### src/common/mdpm_map.vh
// Constants for the mode dependent port pin multiplexer.
// Assumes an 8-bit core register interface of plain ports.
`ifndef MDPM_MAP_VH
`define MDPM_MAP_VH
`define MDPM_MODE_BOOT      2'h0
`define MDPM_MODE_SINGLE    2'h1
`define MDPM_MODE_TEST      2'h2
`define MDPM_MODE_EXPANDED  2'h3
`define MDPM_ACCUMULATOR_CONTROL_REGISTER_DIR7     7
`define MDPM_ACCUMULATOR_CONTROL_REGISTER_DIR3     3
`define MDPM_ACCUMULATOR_CONTROL_REGISTER_RESET    8'h00
`define MDPM_TPORT_RESET    8'h00
`define MDPM_HPORT_RESET    8'h00
`define MDPM_CPORT_RESET    8'h00
`define MDPM_CDIR_RESET     8'h00
`define MDPM_DPORT_RESET    6'h00
`define MDPM_DDIR_RESET     6'h00
`define MDPM_STROBE_NS      20
`define MDPM_STROBE_CYC     ((`MDPM_STROBE_NS * 50 + 999) / 1000)
`endif

### src/hw/mdpm_edge_latch.v
// Input strobe edge detector and latched input register.
// Assumes the strobe and data inputs are synchronous to clk.
`timescale 1ns/100ps
`include "mdpm_map.vh"
module mdpm_edge_latch (
	input  wire       clk,
	input  wire       rst_b,
	input  wire       enable,
	input  wire       edge_rising,
	input  wire       strobe_in,
	input  wire [7:0] data_in,
	output reg  [7:0] latched_q,
	output reg        event_q
);
	reg strobe_q;
	wire hit;
	assign hit = enable & (edge_rising ? (strobe_in & ~strobe_q) : (~strobe_in & strobe_q));
	always @(posedge clk) begin
		if (!rst_b) begin
			// Track the pin in reset so its idle level gives no false edge
			strobe_q  <= strobe_in;
			latched_q <= 8'h00;
			event_q   <= 1'b0;
		end else begin
			strobe_q <= strobe_in;
			event_q  <= hit;
			if (hit) begin
				latched_q <= data_in;
			end
		end
	end
endmodule

### src/hw/mdpm_port_mux.v
// Port pin multiplexer: timer, high address, multiplexed, serial and analog ports.
// Assumes a core that drives register writes as one-cycle strobes and a bus sequencer.
`timescale 1ns/100ps
`include "mdpm_map.vh"
// Operation
// - Timer port serves three captures, four compares, one shared capture/compare pin
// - Only timer pins 7 and 3 have direction bits in accumulator control register
// - Timer pin 7 always feeds the pulse accumulator input
// - Timer pins 6-4 are outputs or compares 2-4, also master compare
// - Timer pin 3 is I/O, master compare or shared channel, optional capture trigger
// - Timer pins 2-0 are only inputs or captures 1-3
// - Timer port reads pin level for inputs, driver input for outputs
// - Timer port writes latch bits 7 and 3; other timer bits ignore writes
// - Single-chip high address port is outputs, read back from driver input
// - Strobed output mode pulses output strobe on each high address port write
// - Expanded mode drives address 15-8 on high address port; its register is external
// - Single-chip multiplexed port latches inputs on input strobe transition
// - Full handshake transfers use input strobe in and output strobe out
// - Expanded mode drives address 7-0, then data while phase clock high, by read/write
// - Open-drain select makes all eight multiplexed pins drive only low
// - Open-drain behaviour only in single-chip mode
// - Serial pins are I/O unless serial enabled; pin 0 receive, pin 1 transmit
// - With SPI enabled pins 2-5 are MISO, MOSI, SCK and SS input
// - Mode is latched from the two mode inputs on the first clock after reset ends
// - Single-chip restricts to on-chip memory; expanded allows external accesses
// - Bootstrap is single-chip variant; test is expanded variant with privileges
// - Expanded mode uses input strobe pin as address latch strobe; here the strobe goes out on the separate address_latch_strobe output
// - Read/write low for writes, high for reads, low across consecutive writes
module mdpm_port_mux (
	input  wire       clk,
	input  wire       rst_b,
	input  wire       mode_select_low,
	input  wire       mode_select_high,
	input  wire       wr_timer_port,
	input  wire       wr_accum_ctl,
	input  wire       wr_high_port,
	input  wire       wr_mux_port,
	input  wire       wr_mux_dir,
	input  wire       wr_serial_port,
	input  wire       wr_serial_dir,
	input  wire [7:0] wr_data,
	input  wire       open_drain_select,
	input  wire       strobed_mode,
	input  wire       handshake_mode,
	input  wire       strobe_edge_rising,
	input  wire       out_strobe_active_high,
	input  wire [7:0] timer_oc_en,
	input  wire [7:0] timer_oc_val,
	input  wire       shared_is_compare,
	input  wire       sci_enable,
	input  wire       sci_txd,
	input  wire       spi_enable,
	input  wire       spi_master,
	input  wire       spi_miso_out,
	input  wire       spi_mosi_out,
	input  wire       spi_sck_out,
	input  wire       bus_cycle,
	input  wire       bus_phase_clk,
	input  wire       bus_write,
	input  wire [15:0] bus_addr,
	input  wire [7:0] bus_wdata,
	input  wire [7:0] timer_pins_in,
	input  wire [7:0] mux_pins_in,
	input  wire [5:0] serial_pins_in,
	input  wire [7:0] analog_pins_in,
	input  wire       input_strobe_pin,
	output reg  [7:0] timer_pins_out,
	output reg  [7:0] timer_pins_oe,
	output reg  [7:0] high_pins_out,
	output reg  [7:0] mux_pins_out,
	output reg  [7:0] mux_pins_oe,
	output reg  [5:0] serial_pins_out,
	output reg  [5:0] serial_pins_oe,
	output reg        output_strobe_pin,
	output reg        address_latch_strobe,
	output reg  [7:0] timer_port_rd_q,
	output reg  [7:0] high_port_rd_q,
	output reg  [7:0] mux_port_rd_q,
	output reg  [7:0] latched_input_register,
	output reg  [5:0] serial_port_rd_q,
	output reg  [7:0] analog_port_rd_q,
	output reg        pulse_accumulator_input,
	output reg  [7:0] capture_inputs,
	output reg  [1:0] mode_q,
	output reg        expanded_q,
	output reg        special_q,
	output reg        bus_data_valid_q,
	output reg  [7:0] bus_rdata_q,
	output reg        high_port_external_q,
	output reg        handshake_flag_q
);
	reg  [7:0] tport_q;
	reg  [7:0] accumulator_control_register_q;
	reg  [7:0] hport_q;
	reg  [7:0] cport_q;
	reg  [7:0] cdir_q;
	reg  [5:0] dport_q;
	reg  [5:0] ddir_q;
	reg        in_reset_q;
	reg  [3:0] stb_cnt_q;
	reg  [3:0] stb_cnt_d;
	reg  [7:0] t_out_d;
	reg  [7:0] t_oe_d;
	reg  [7:0] c_out_d;
	reg  [7:0] c_oe_d;
	reg  [5:0] d_out_d;
	reg  [5:0] d_oe_d;
	wire [7:0] latched_w;
	wire       strobe_evt;
	wire       single_w;
	wire [7:0] tdir_w;
	wire [31:0] stb_cyc_w;
	integer    i;
	integer    j;

	// Single-chip style modes are boot and single; expanded style are test and expanded
	function is_expanded;
		input [1:0] m;
		begin
			is_expanded = m[1];
		end
	endfunction

	assign single_w = ~is_expanded(mode_q);
	assign stb_cyc_w = `MDPM_STROBE_CYC;
	// Fixed directions: 6-4 outputs, 2-0 inputs, 7 and 3 from direction bits
	assign tdir_w = {accumulator_control_register_q[`MDPM_ACCUMULATOR_CONTROL_REGISTER_DIR7], 3'h7, accumulator_control_register_q[`MDPM_ACCUMULATOR_CONTROL_REGISTER_DIR3], 3'h0};

	mdpm_edge_latch u_latch (
		.clk         (clk),
		.rst_b       (rst_b),
		.enable      (single_w),
		.edge_rising (strobe_edge_rising),
		.strobe_in   (input_strobe_pin),
		.data_in     (mux_pins_in),
		.latched_q   (latched_w),
		.event_q     (strobe_evt)
	);

	// Pin drive decisions
	always @* begin
		t_out_d = 8'h00;
		t_oe_d  = 8'h00;
		for (i = 0; i < 8; i = i + 1) begin
			if (i >= 3) begin
				if (timer_oc_en[i] && (i != 3 || shared_is_compare || timer_oc_en[i])) begin
					t_out_d[i] = timer_oc_val[i];
					t_oe_d[i]  = 1'b1;
				end else if (tdir_w[i]) begin
					t_out_d[i] = tport_q[i];
					t_oe_d[i]  = 1'b1;
				end
			end
		end
		t_oe_d[2:0] = 3'h0;
		c_out_d = 8'h00;
		c_oe_d  = 8'h00;
		if (!single_w) begin
			if (bus_cycle && !bus_phase_clk) begin
				c_out_d = bus_addr[7:0];
				c_oe_d  = 8'hff;
			end else if (bus_cycle && bus_write) begin
				c_out_d = bus_wdata;
				c_oe_d  = 8'hff;
			end
		end else begin
			for (i = 0; i < 8; i = i + 1) begin
				c_out_d[i] = cport_q[i];
				if (open_drain_select) begin
					c_oe_d[i] = cdir_q[i] & ~cport_q[i];
				end else begin
					c_oe_d[i] = cdir_q[i];
				end
			end
		end
		d_out_d = dport_q;
		d_oe_d  = ddir_q;
		if (sci_enable) begin
			d_oe_d[0]  = 1'b0;
			d_out_d[1] = sci_txd;
			d_oe_d[1]  = 1'b1;
		end
		if (spi_enable) begin
			d_out_d[2] = spi_miso_out;
			d_oe_d[2]  = ~spi_master;
			d_out_d[3] = spi_mosi_out;
			d_oe_d[3]  = spi_master;
			d_out_d[4] = spi_sck_out;
			d_oe_d[4]  = spi_master;
			d_oe_d[5]  = 1'b0;
		end
	end

	// Output strobe pulse counter
	always @* begin
		stb_cnt_d = (stb_cnt_q != 4'h0) ? stb_cnt_q - 4'h1 : 4'h0;
		if (single_w && strobed_mode && !handshake_mode && wr_high_port) begin
			stb_cnt_d = stb_cyc_w[3:0];
		end
	end

	always @(posedge clk) begin
		if (!rst_b) begin
			in_reset_q <= 1'b1;
			mode_q     <= `MDPM_MODE_SINGLE;
			accumulator_control_register_q    <= `MDPM_ACCUMULATOR_CONTROL_REGISTER_RESET;
			tport_q    <= `MDPM_TPORT_RESET;
			hport_q    <= `MDPM_HPORT_RESET;
			cport_q    <= `MDPM_CPORT_RESET;
			cdir_q     <= `MDPM_CDIR_RESET;
			dport_q    <= `MDPM_DPORT_RESET;
			ddir_q     <= `MDPM_DDIR_RESET;
			stb_cnt_q  <= 4'h0;
			handshake_flag_q <= 1'b0;
		end else begin
			in_reset_q <= 1'b0;
			if (in_reset_q) begin
				mode_q <= {mode_select_high, mode_select_low};
			end
			if (wr_accum_ctl) begin
				accumulator_control_register_q <= wr_data;
			end
			if (wr_timer_port) begin
				tport_q[7] <= wr_data[7];
				tport_q[3] <= wr_data[3];
			end
			if (wr_high_port && single_w) begin
				hport_q <= wr_data;
			end
			if (wr_mux_port) begin
				cport_q <= wr_data;
			end
			if (wr_mux_dir) begin
				cdir_q <= wr_data;
			end
			if (wr_serial_port) begin
				dport_q <= wr_data[5:0];
			end
			if (wr_serial_dir) begin
				ddir_q <= wr_data[5:0];
			end
			stb_cnt_q <= stb_cnt_d;
			// Handshake: strobe in sets ready flag, port write clears; set wins
			if (single_w && handshake_mode && strobe_evt) begin
				handshake_flag_q <= 1'b1;
			end else if (wr_mux_port) begin
				handshake_flag_q <= 1'b0;
			end
		end
	end

	// Registered pin and read outputs
	always @(posedge clk) begin
		if (!rst_b) begin
			timer_pins_out          <= 8'h00;
			timer_pins_oe           <= 8'h00;
			high_pins_out           <= 8'h00;
			mux_pins_out            <= 8'h00;
			mux_pins_oe             <= 8'h00;
			serial_pins_out         <= 6'h00;
			serial_pins_oe          <= 6'h00;
			output_strobe_pin       <= 1'b0;
			address_latch_strobe    <= 1'b0;
			timer_port_rd_q         <= 8'h00;
			high_port_rd_q          <= 8'h00;
			mux_port_rd_q           <= 8'h00;
			latched_input_register  <= 8'h00;
			serial_port_rd_q        <= 6'h00;
			analog_port_rd_q        <= 8'h00;
			pulse_accumulator_input <= 1'b0;
			capture_inputs          <= 8'h00;
			expanded_q              <= 1'b0;
			special_q               <= 1'b0;
			bus_data_valid_q        <= 1'b0;
			bus_rdata_q             <= 8'h00;
			high_port_external_q    <= 1'b0;
		end else begin
			timer_pins_out <= t_out_d;
			timer_pins_oe  <= t_oe_d;
			high_pins_out  <= single_w ? hport_q : bus_addr[15:8];
			mux_pins_out   <= c_out_d;
			mux_pins_oe    <= c_oe_d;
			serial_pins_out <= d_out_d;
			serial_pins_oe  <= d_oe_d;
			if (single_w) begin
				output_strobe_pin <= handshake_mode ? (handshake_flag_q ~^ out_strobe_active_high)
					: ((stb_cnt_d != 4'h0) ~^ out_strobe_active_high);
				address_latch_strobe <= 1'b0;
			end else begin
				output_strobe_pin    <= ~(bus_cycle & bus_write);
				address_latch_strobe <= bus_cycle & ~bus_phase_clk;
			end
			for (j = 0; j < 8; j = j + 1) begin
				timer_port_rd_q[j] <= t_oe_d[j] ? t_out_d[j] : timer_pins_in[j];
			end
			high_port_rd_q <= hport_q;
			mux_port_rd_q  <= mux_pins_in;
			latched_input_register <= latched_w;
			serial_port_rd_q <= serial_pins_in;
			analog_port_rd_q <= analog_pins_in;
			pulse_accumulator_input <= timer_pins_oe[7] ? timer_pins_out[7] : timer_pins_in[7];
			capture_inputs <= {4'h0, timer_pins_oe[3] ? timer_pins_out[3] : timer_pins_in[3],
				timer_pins_in[2:0]};
			expanded_q  <= ~single_w;
			special_q   <= ~mode_q[0];
			bus_data_valid_q <= ~single_w & bus_cycle & bus_phase_clk & ~bus_write;
			if (~single_w && bus_cycle && bus_phase_clk && !bus_write) begin
				bus_rdata_q <= mux_pins_in;
			end
			high_port_external_q <= ~single_w;
		end
	end
endmodule

### config.mk
export PLATFORM = sky130hd
export DESIGN_NAME = mdpm_port_mux
export DESIGN_NICKNAME = d
export VERILOG_FILES = /design/src/hw/mdpm_edge_latch.v /design/src/hw/mdpm_port_mux.v
export VERILOG_INCLUDE_DIRS = /design/src /design/src/common
export SDC_FILE = /design/constraint.sdc
export NUM_CORES = 1
export LEC_CHECK = 0
export BUFFER_PORTS_ARGS = -buffer_cell sky130_fd_sc_hd__buf_4
export CAP_MARGIN = 20
export CORE_MARGIN = 3
export CORE_UTILIZATION = 50
export DETAILED_ROUTE_END_ITERATION = 8
export GPL_ROUTABILITY_DRIVEN = 0
export PLACE_DENSITY = 0.8
export SLEW_MARGIN = 5
export SYNTH_ARGS = -nofsm -noshare
export SYNTH_HDL_FRONTEND = slang
export SYNTH_SLANG_ARGS = --single-unit
### constraint.sdc
create_clock -name clk -period 2 [get_ports clk]
set_input_delay 0.1 -clock clk [delete_from_list [all_inputs] [get_ports clk]]
set_output_delay 0.1 -clock clk [all_outputs]
set_load 0.01 [all_outputs]
* Yosys cells after proc, flatten, opt, wreduce, memory -nomap -nowiden *
Cells that the tools add are included.

cells by class
  $add $sub $neg = 1
  muxes and demuxes = 43
  reductions and logical operators = 22
  bitwise gates (word level) = 35

operators with widths
  kind                                                                 count
  8-bit two-way mux                                                    7
  1-bit two-way mux                                                    30
  1-bit NOT                                                            17
  1-bit bitwise AND                                                    16
  1-bit logical AND                                                    12
  4-bit two-way mux                                                    2
  4-bit nonzero test                                                   2
  7-bit two-way mux                                                    1
  3-bit two-way mux                                                    2
  2-bit OR reduction                                                   2
  4-bit by 1-bit subtractor with 4-bit output (second input constant)  1
  1-bit zero test                                                      3
  2-bit two-way mux                                                    1
  2-bit AND reduction                                                  1
  2-bit nonzero test                                                   1
  1-bit XNOR                                                           2
  1-bit logical OR                                                     1

word-level totals
  register bits after elaboration = 184
  word-level logic and storage cells = 141

* Logic depth before layout (Yosys ltp) *
Gate-level depths: netlist of run 1.

  depth in word-level cells = 9
  mapped depth = 6
  gate-level depth less buffers = 6

* Hierarchy *
From an unflattened synthesis of run 1, not the netlist that was laid out.

unflattened totals
  cell total of the unflattened synthesis = 554
  area, all modules = 5,546.6 µm²

modules (own cells, without submodules)
  module           cells an instance  instances  area each (µm²)
  mdpm_port_mux    514                1          5,116.2
  mdpm_edge_latch  40                 1          430.4

* Worst setup path before layout of run 1 *
Ideal clock, no wire load.

  kind = reg2reg
  start point = reg stb_cnt_q[0]
  end point = reg output_strobe_pin
  path slack = 0.649 ns
  data arrival time = 1.272 ns
  library setup time = 0.079 ns
  buffers on the path = 0
  stages on the path, launching flop included = 7
  cells stage by stage = dfxtp_1 inv_1 ha_1 nor2b_1 a21oi_1 or4_1 o211ai_1

on the way
  word-level cells in the longest chain between the ends = 7
  elaborated cells on any way between the ends = 8
  those cells by class = add/sub: 1; mux: 4; bitwise: 1; reduce/logical: 2

RTL lines
  element                                                                                   line                 text
  from (decl)                                                                               mdpm_port_mux.v:100  reg [3:0] stb_cnt_q;
  from (signal assigned)                                                                    mdpm_port_mux.v:242  stb_cnt_q <= stb_cnt_d;
  4-bit by 1-bit subtractor with 4-bit output / 4-bit nonzero test (equally long branches)  mdpm_port_mux.v:196  stb_cnt_d = (stb_cnt_q != 4'h0) ? stb_cnt_q - 4'h1 : 4'h0;
  4-bit two-way mux *                                                                       mdpm_port_mux.v:196
  4-bit two-way mux *                                                                       mdpm_port_mux.v:197  if (single_w && strobed_mode && !handshake_mode && wr_high_port) begin
  4-bit nonzero test *                                                                      mdpm_port_mux.v:287  : ((stb_cnt_d != 4'h0) ~^ out_strobe_active_high);
  1-bit XNOR *                                                                              mdpm_port_mux.v:287
  1-bit two-way mux *                                                                       mdpm_port_mux.v:286  output_strobe_pin <= handshake_mode ? (handshake_flag_q ~^ out_strobe_active_high)
  1-bit two-way mux *                                                                       mdpm_port_mux.v:285  if (single_w) begin
  to (signal assigned)                                                                      mdpm_port_mux.v:286
  to (signal assigned)                                                                      mdpm_port_mux.v:290  output_strobe_pin <= ~(bus_cycle & bus_write);
  to (decl)                                                                                 mdpm_port_mux.v:74   output reg output_strobe_pin,

Mark *: on every way between the ends. The rest lies on a longest branch, timed or not.
A chain may end at the register's enable or synchronous reset.

==> impl_metrics.json, run 1 <==
{
  "net_switching_share_of_the_total_power_pct": 24.77,
  "floorplan.die.height_um": 110.2,
  "critical_path.cell_chain": "dlygate4sd3_1, buf_4, inv_4, buf_4, a21oi_1, a31o_2, dlygate4sd3_1",
  "p_leak_nw": 3.880,
  "wirelength_um": 16160,
  "postSynthRegisterBits": 160,
  "detail_route.first_pass.iterations": 4,
  "clock_sink_count": 160,
  "slew_viols_final": 0,
  "cap_viol_max_count": 0,
  "layout_common_cells": "buf_4, dfxtp_1, dlygate4sd3_1",
  "cp.arrival_ns": 2.26,
  "port-buffer-count": 209,
  "core-area_um2": 10460,
  "powerDensity_nw_per_um2": 933.2,
  "critPathKind": "input port to register",
  "ys_warn_count": 0,
  "report.power.total_mw": 7.892,
  "groute.usage.overall_pct": 26.46,
  "worst_setup_hold_path_clk_slew_ns": 0.07,
  "number_of_antenna_violations_at_the_first_check_in_global_routing": 0,
  "fill_cells": 594,
  "place_worst_setup_slack_ns": 0.2290,
  "synth_area_leader_cell": "dfxtp_1",
  "timing.fmax_ghz": 0.5399,
  "rr_startpoint": "mode_q[1]$_SDFFE_PN0P_",
  "power_switching_mw": 1.955,
  "post_synth_inst_count": 536,
  "synth_flop_cell": "dfxtp_1",
  "initial_utilization_pct": 51.88,
  "cts_h_tree_depth": 4,
  "critical_path_peak_fanout": 25,
  "drt_drc_violations_left": 0,
  "placement_rows": 37,
  "number_of_buffers_created_by_cts": 17,
  "final.min_clock_period_ns": 1.852,
  "critical_path.slowest_cell": "dlygate4sd3_1",
  "finalCoreUtilization_pct": 80.83,
  "grt_start_max_net_pins": 47,
  "detail_route.iter0.violations": 216,
  "share_comb_of_total_power_pct": 14.0,
  "yosys-top-cells-area": "dfxtp_1, mux2i_1, and2_1",
  "die_area_um2": 12140,
  "cts_tree": "yes",
  "cts.root.buffer_cell": "clkbuf_8",
  "outcome": "completed",
  "synth-edff-count": 0,
  "worstSetupEndpointType": "register",
  "synthDistinctLibCells": 33,
  "cts_buffer_depth": 2,
  "boundaryPins": 230,
  "synth_seq_area_share_pct": 59.01,
  "post_route_cells_drive_above_1_share_pct": 30.84,
  "async_reset_ff_share_pct": 0,
  "cell_internal_pwr_mw": 5.937,
  "synth_top_cell_area_share_pct": 59.01,
  "final_setup_viols": 0,
  "synthesis.area_per_instance_um2": 10.13,
  "post_synth_instance_area_um2": 5428,
  "timing.critical_path.from": "rst_b",
  "cp_num_buf_inv": 5,
  "worst_skew_pair.late_latency_ns": 0.51,
  "final.period_utilization_pct": 92.61,
  "crit_path_max_incr_delay_ns": 0.54,
  "wl_per_cell_um": 16.72,
  "pwr-share-seq_pct": 44.2,
  "family_with_the_most_delay_on_the_worst_path": "buffers and inverters",
  "pwr-share-clk_pct": 41.8,
  "number_of_antenna_diodes": 0,
  "worst_pin_slew_ns": 0.6498,
  "grt_pass1_vias": 4916,
  "route.detailed.vias_per_inst": 4.939,
  "setup_ws_ns": 0.1479,
  "fin_worst_skew_ns": 0.006166,
  "hold_start": "bus_wdata[1]",
  "grt_pass1_wl_um": 24600,
  "die-width_um": 110.2,
  "timing.slew.headroom_pct": 56.59,
  "dp_hpwl_um": 10090,
  "dr_vias": 4771,
  "startpoint_type_of_the_worst_setup_path": "input port",
  "rsz0062_at_grt": "false",
  "finalNetCount": 924,
  "worst_hold_path_type": "input port to register",
  "setup_tns_ns": 0,
  "final_design_area_no_fill_um2": 8457,
  "critPathRequiredTime_ns": 2.41,
  "timing.final.hold_violations": 0,
  "globalRouteOverflowTotal": 0,
  "most_common_cell_after_layout_fill_and_taps_aside": "buf_4",
  "place_area_um2": 6967,
  "worst_ir_drop_vdd_uv": 616.3,
  "residual_antenna_violating_net_count_after_detailed_routing": 0,
  "synthToLayoutAreaGrowth_pct": 55.81
}
==> state kept, by name, indices dropped and copies added, names as in the netlist, 3 cells and up <==
name,count
dport_q,6
serial_pins_out,6
cport_q,8
high_pins_out,8
latched_input_register,8
timer_port_rd_q,5
cdir_q,8
timer_pins_oe,3
analog_port_rd_q,8
stb_cnt_q,4
mux_port_rd_q,8
u_latch.latched_q,8
bus_rdata_q,8
mux_pins_oe,8
serial_pins_oe,6
serial_port_rd_q,6
hport_q,8
ddir_q,6
timer_pins_out,5
mux_pins_out,8
high_port_rd_q,8
==> worst reg2reg max path: cells and delay by family (launching register included) <==
family / cells / cell delay [ns]
AOI/OAI and AO/OA: 1 / 0.17
and+or+nand+nor: 3 / 1.09
DFF: 1 / 0.49
==> path summary, 6_finish.rpt <==
kind | endpoint | slack (ns) | cells past startpoint
worst max-delay path | timer_port_rd_q[3]$_SDFF_PN0_ | 0.15 | 7
worst min-delay path | mux_pins_out[1]$_SDFF_PN0_ | 0.03 | 4
worst max register to register | bus_rdata_q[0]$_SDFFE_PN0P_ | 0.19 | 4
worst min register to register | special_q$_SDFF_PN0_ | 0.44 | 1
==> power groups by stage <==
stage                     registers (mW)  logic [mW]  clock network [mW]
after CTS                           3.48        1.09                3.32
after global placement              3.54       0.893                   0
final                               3.49        1.11                3.30
after detailed placement            3.55       0.924                   0
after global routing                3.50        1.21                3.47
after floorplan                     3.57       0.481                   0
==> kinds of logic (layout without fill, tap and decap cells) <==
logic type / count (synthesis) / in the layout / synth area share [%]
AND/OR/NAND/NOR: 208 / 208 / 18.35
flip-flops: 160 / 160 / 59.01
other: 1 / 10 / 0.06909
buffers and inverters: 52 / 337 / 5.140
adder cells (fa/ha/maj): 1 / 1 / 0.2305
multiplexers: 56 / 56 / 10.51
AO/OA/AOI/OAI: 58 / 58 / 6.685
==> through the flow <==
step | hold WS, ns | instances
detailed placement | 0.2264 | 846
finish | 0.03096 | 966
floorplan | 0.1277 | 545
CTS | 0.01440 | 966
global route | 0.01008 | 966
global placement | 0.2230 | 846
==> what timing repair did <==
item / CTS / global route
hold buffers: 88 / 0
buffers inserted: 0 / 0
resized for setup: 0 / 2
endpoints found under the hold margin: 134 / 0
setup endpoints to repair: 0 / 1
==> per-layer routing <==
layer	track usage, %	wire length [um]	up-vias
met4	10.20	425	0
met5	0	0	-
met2	47.92	8528	201
met1	29.21	6177	2234
met3	7.513	1024	37
li1	-	-	2299
==> area by class of cell <==
cell class / instances / area [um2] / share of cell area, %
repair buffers: 301 / 2480 / 29.32
multi-input cells: 333 / 1979 / 23.41
well taps: 136 / 170.2 / 2.012
clock inverters: 13 / 175.2 / 2.071
inverters: 4 / 17.52 / 0.2071
flip-flops and latches: 160 / 3203 / 37.88
clock buffers: 19 / 431.7 / 5.104
==> cell usage after synthesis, types with 2 or more instances <==
library cell and n:
a31o_2 2, nand2b_1 5, nor2_1 73, mux2i_1 48, dfxtp_1 160, a31oi_1 17
buf_1 9, and2_1 52, nand3b_1 4, inv_1 2, nand3_1 3, nor2b_1 13
mux2_2 8, nand2_1 49, buf_4 20, o2bb2ai_1 8, and3_1 3, buf_2 7
o21ai_0 3, a21oi_1 24, nor3_1 3, clkbuf_1 12
No activity file was read; power rests on OpenSTA's default activity.
==> inputs of run 2 (changes only) <==
CORE_UTILIZATION = 43   (was 50)
PLACE_DENSITY = 0.73   (was 0.8)
clock period = 1.7 ns   (was 2 ns; I/O delays follow)
==> run 2 against run 1 <==
Against the previous run:
- final area decreased by 1.5%
- via count decreased by 2.1%
- critical path depth decreased by 1
- clock power increased by 6.7%
- wire length decreased by 6.4%
==> impl_metrics.json, run 2 (synthesis gave the netlist of run 1 again) <==
{
  "outcome": "completed",
  "floorplan.die.height_um": 118.4,
  "slew_viols_final": 0,
  "cell_internal_pwr_mw": 6.808,
  "grt_pass1_vias": 4801,
  "report.power.total_mw": 8.894,
  "cts_h_tree_depth": 4,
  "cp.arrival_ns": 1.90,
  "timing.slew.headroom_pct": 63.96,
  "worst_hold_path_type": "input port to register",
  "net_switching_share_of_the_total_power_pct": 23.46,
  "worst_pin_slew_ns": 0.5386,
  "dr_vias": 4669,
  "boundaryPins": 230,
  "drt_drc_violations_left": 0,
  "place_area_um2": 7049,
  "number_of_antenna_diodes": 0,
  "final.period_utilization_pct": 92.04,
  "multi_input_area_um2": 1979,
  "number_of_antenna_violations_at_the_first_check_in_global_routing": 0,
  "rsz0062_at_grt": "false",
  "crit_path_max_incr_delay_ns": 0.40,
  "wl_per_cell_um": 15.36,
  "postCtsSetupRepairBufs": 0,
  "cap_viol_max_count": 0,
  "critPathKind": "register to register",
  "critical_path.cell_chain": "inv_1, ha_1, nor2b_1, a21oi_1, or4_1, o211ai_1",
  "p_leak_nw": 3.829,
  "startpoint_type_of_the_worst_setup_path": "register",
  "port-buffer-count": 209,
  "worst_ir_drop_vdd_uv": 615.9,
  "cp_num_buf_inv": 1,
  "layout_common_cells": "buf_4, dfxtp_1, nor2_1, dlygate4sd3_1, and2_1",
  "globalRouteOverflowTotal": 0,
  "family_with_the_most_delay_on_the_worst_path": "simple AND/OR/NAND/NOR gates",
  "fin_worst_skew_ns": 0.006214,
  "grt_start_max_net_pins": 51,
  "residual_antenna_violating_net_count_after_detailed_routing": 0,
  "detail_route.iter0.violations": 254,
  "worstSetupEndpointType": "register",
  "final.min_clock_period_ns": 1.565,
  "die_area_um2": 14010,
  "final_design_area_no_fill_um2": 8333,
  "finalNetCount": 913,
  "number_of_buffers_created_by_cts": 17,
  "pwr-share-seq_pct": 46.1,
  "final_setup_viols": 0,
  "worst_setup_hold_path_clk_slew_ns": 0.06,
  "clock_sink_count": 160,
  "critPathRequiredTime_ns": 2.03,
  "layout.area.seq_um2": 3203,
  "detail_route.first_pass.iterations": 4,
  "pwr-share-clk_pct": 39.6,
  "core-area_um2": 12160,
  "timing.final.hold_violations": 0,
  "power_switching_mw": 2.086,
  "timing.fmax_ghz": 0.6391,
  "groute.usage.overall_pct": 21.88,
  "initial_utilization_pct": 44.63,
  "synthToLayoutAreaGrowth_pct": 53.53,
  "place.detailed.instances": 882,
  "route.detailed.vias_per_inst": 4.740,
  "stdcell_count": 985,
  "setup_tns_ns": 0,
  "wirelength_um": 15130,
  "share_comb_of_total_power_pct": 14.3,
  "most_common_cell_after_layout_fill_and_taps_aside": "buf_4",
  "grt_pass1_wl_um": 24190,
  "cts_tree": "yes",
  "fill_cells": 903,
  "placement_rows": 40,
  "dp_hpwl_um": 10220,
  "die-width_um": 118.4,
  "powerDensity_nw_per_um2": 1067,
  "critical_path.slowest_cell": "or4_1",
  "cts.root.buffer_cell": "clkbuf_16",
  "worst_skew_pair.late_latency_ns": 0.41,
  "critical_path_peak_fanout": 4,
  "cts_buffer_depth": 2,
  "post_route_cells_drive_above_1_share_pct": 31.33
}
run 2: path summary, 6_finish.rpt:
path | cells past startpoint | end | slack [ns] | startpoint
hold reg to reg | 1 | special_q$_SDFF_PN0_ | 0.44 | mode_q[0]$_SDFFE_PN1P_
setup reg to reg | 6 | output_strobe_pin$_SDFF_PN0_ | 0.14 | stb_cnt_q[0]$_SDFF_PN0_
hold / removal | 3 | dport_q[0]$_SDFFE_PN0P_ | 0.02 | wr_serial_port
setup / recovery | 6 | output_strobe_pin$_SDFF_PN0_ | 0.14 | stb_cnt_q[0]$_SDFF_PN0_
run 2: area by class of cell:
type	count	area share [%]
clock inverter	6	0.6907
inverter	4	0.1802
clock buffer	24	5.901
multi-input combinational	333	23.75
tap	168	2.523
sequential	160	38.44
timing repair buffer	290	28.51
run 2: per-stage QoR:
| step | worst slack (ns) | hold WS, ns | util [%] |
|---|---|---|---|
| finish | 0.1352 | 0.02177 | 68.52 |
| global route | 0.07326 | 0.01805 | 68.52 |
| CTS | 0.09560 | 0.003943 | 68.49 |
| detailed placement | 0.1969 | 0.2119 | 57.96 |
| global placement | 0.2531 | 0.2105 | 57.96 |
| floorplan | 0.3491 | 0.1127 | - |
run 2: repair_timing:
action / 4_1_cts / 5_1_grt
resized for setup: 0 / 1
endpoints found under the hold margin: 106 / 0
setup endpoints to repair: 0 / 2
hold buffers: 73 / 0
run 2: power by group through the flow:
stage / logic [mW] / clock network (mW) / registers [mW]
global placement: 1.06 / 0 / 4.16
floorplan: 0.566 / 0 / 4.20
finish: 1.27 / 3.52 / 4.10
CTS: 1.26 / 3.57 / 4.10
global route: 1.37 / 3.75 / 4.12
detailed placement: 1.11 / 0 / 4.17
run 2: routing by layer:
layer / global-route usage [%] / up-vias / part of all wire, %
met2: 39.05 / 184 / 52
li1: - / 2281 / -
met3: 6.029 / 35 / 5.8
met4: 10.04 / 0 / 2.8
met1: 24.05 / 2169 / 40
met5: 0 / - / 0
run 2: tightest hold or removal path, stage by stage:
cell and delay, ns:
buf_4 0.16, mux2i_1 0.09, nor2_1 0.07
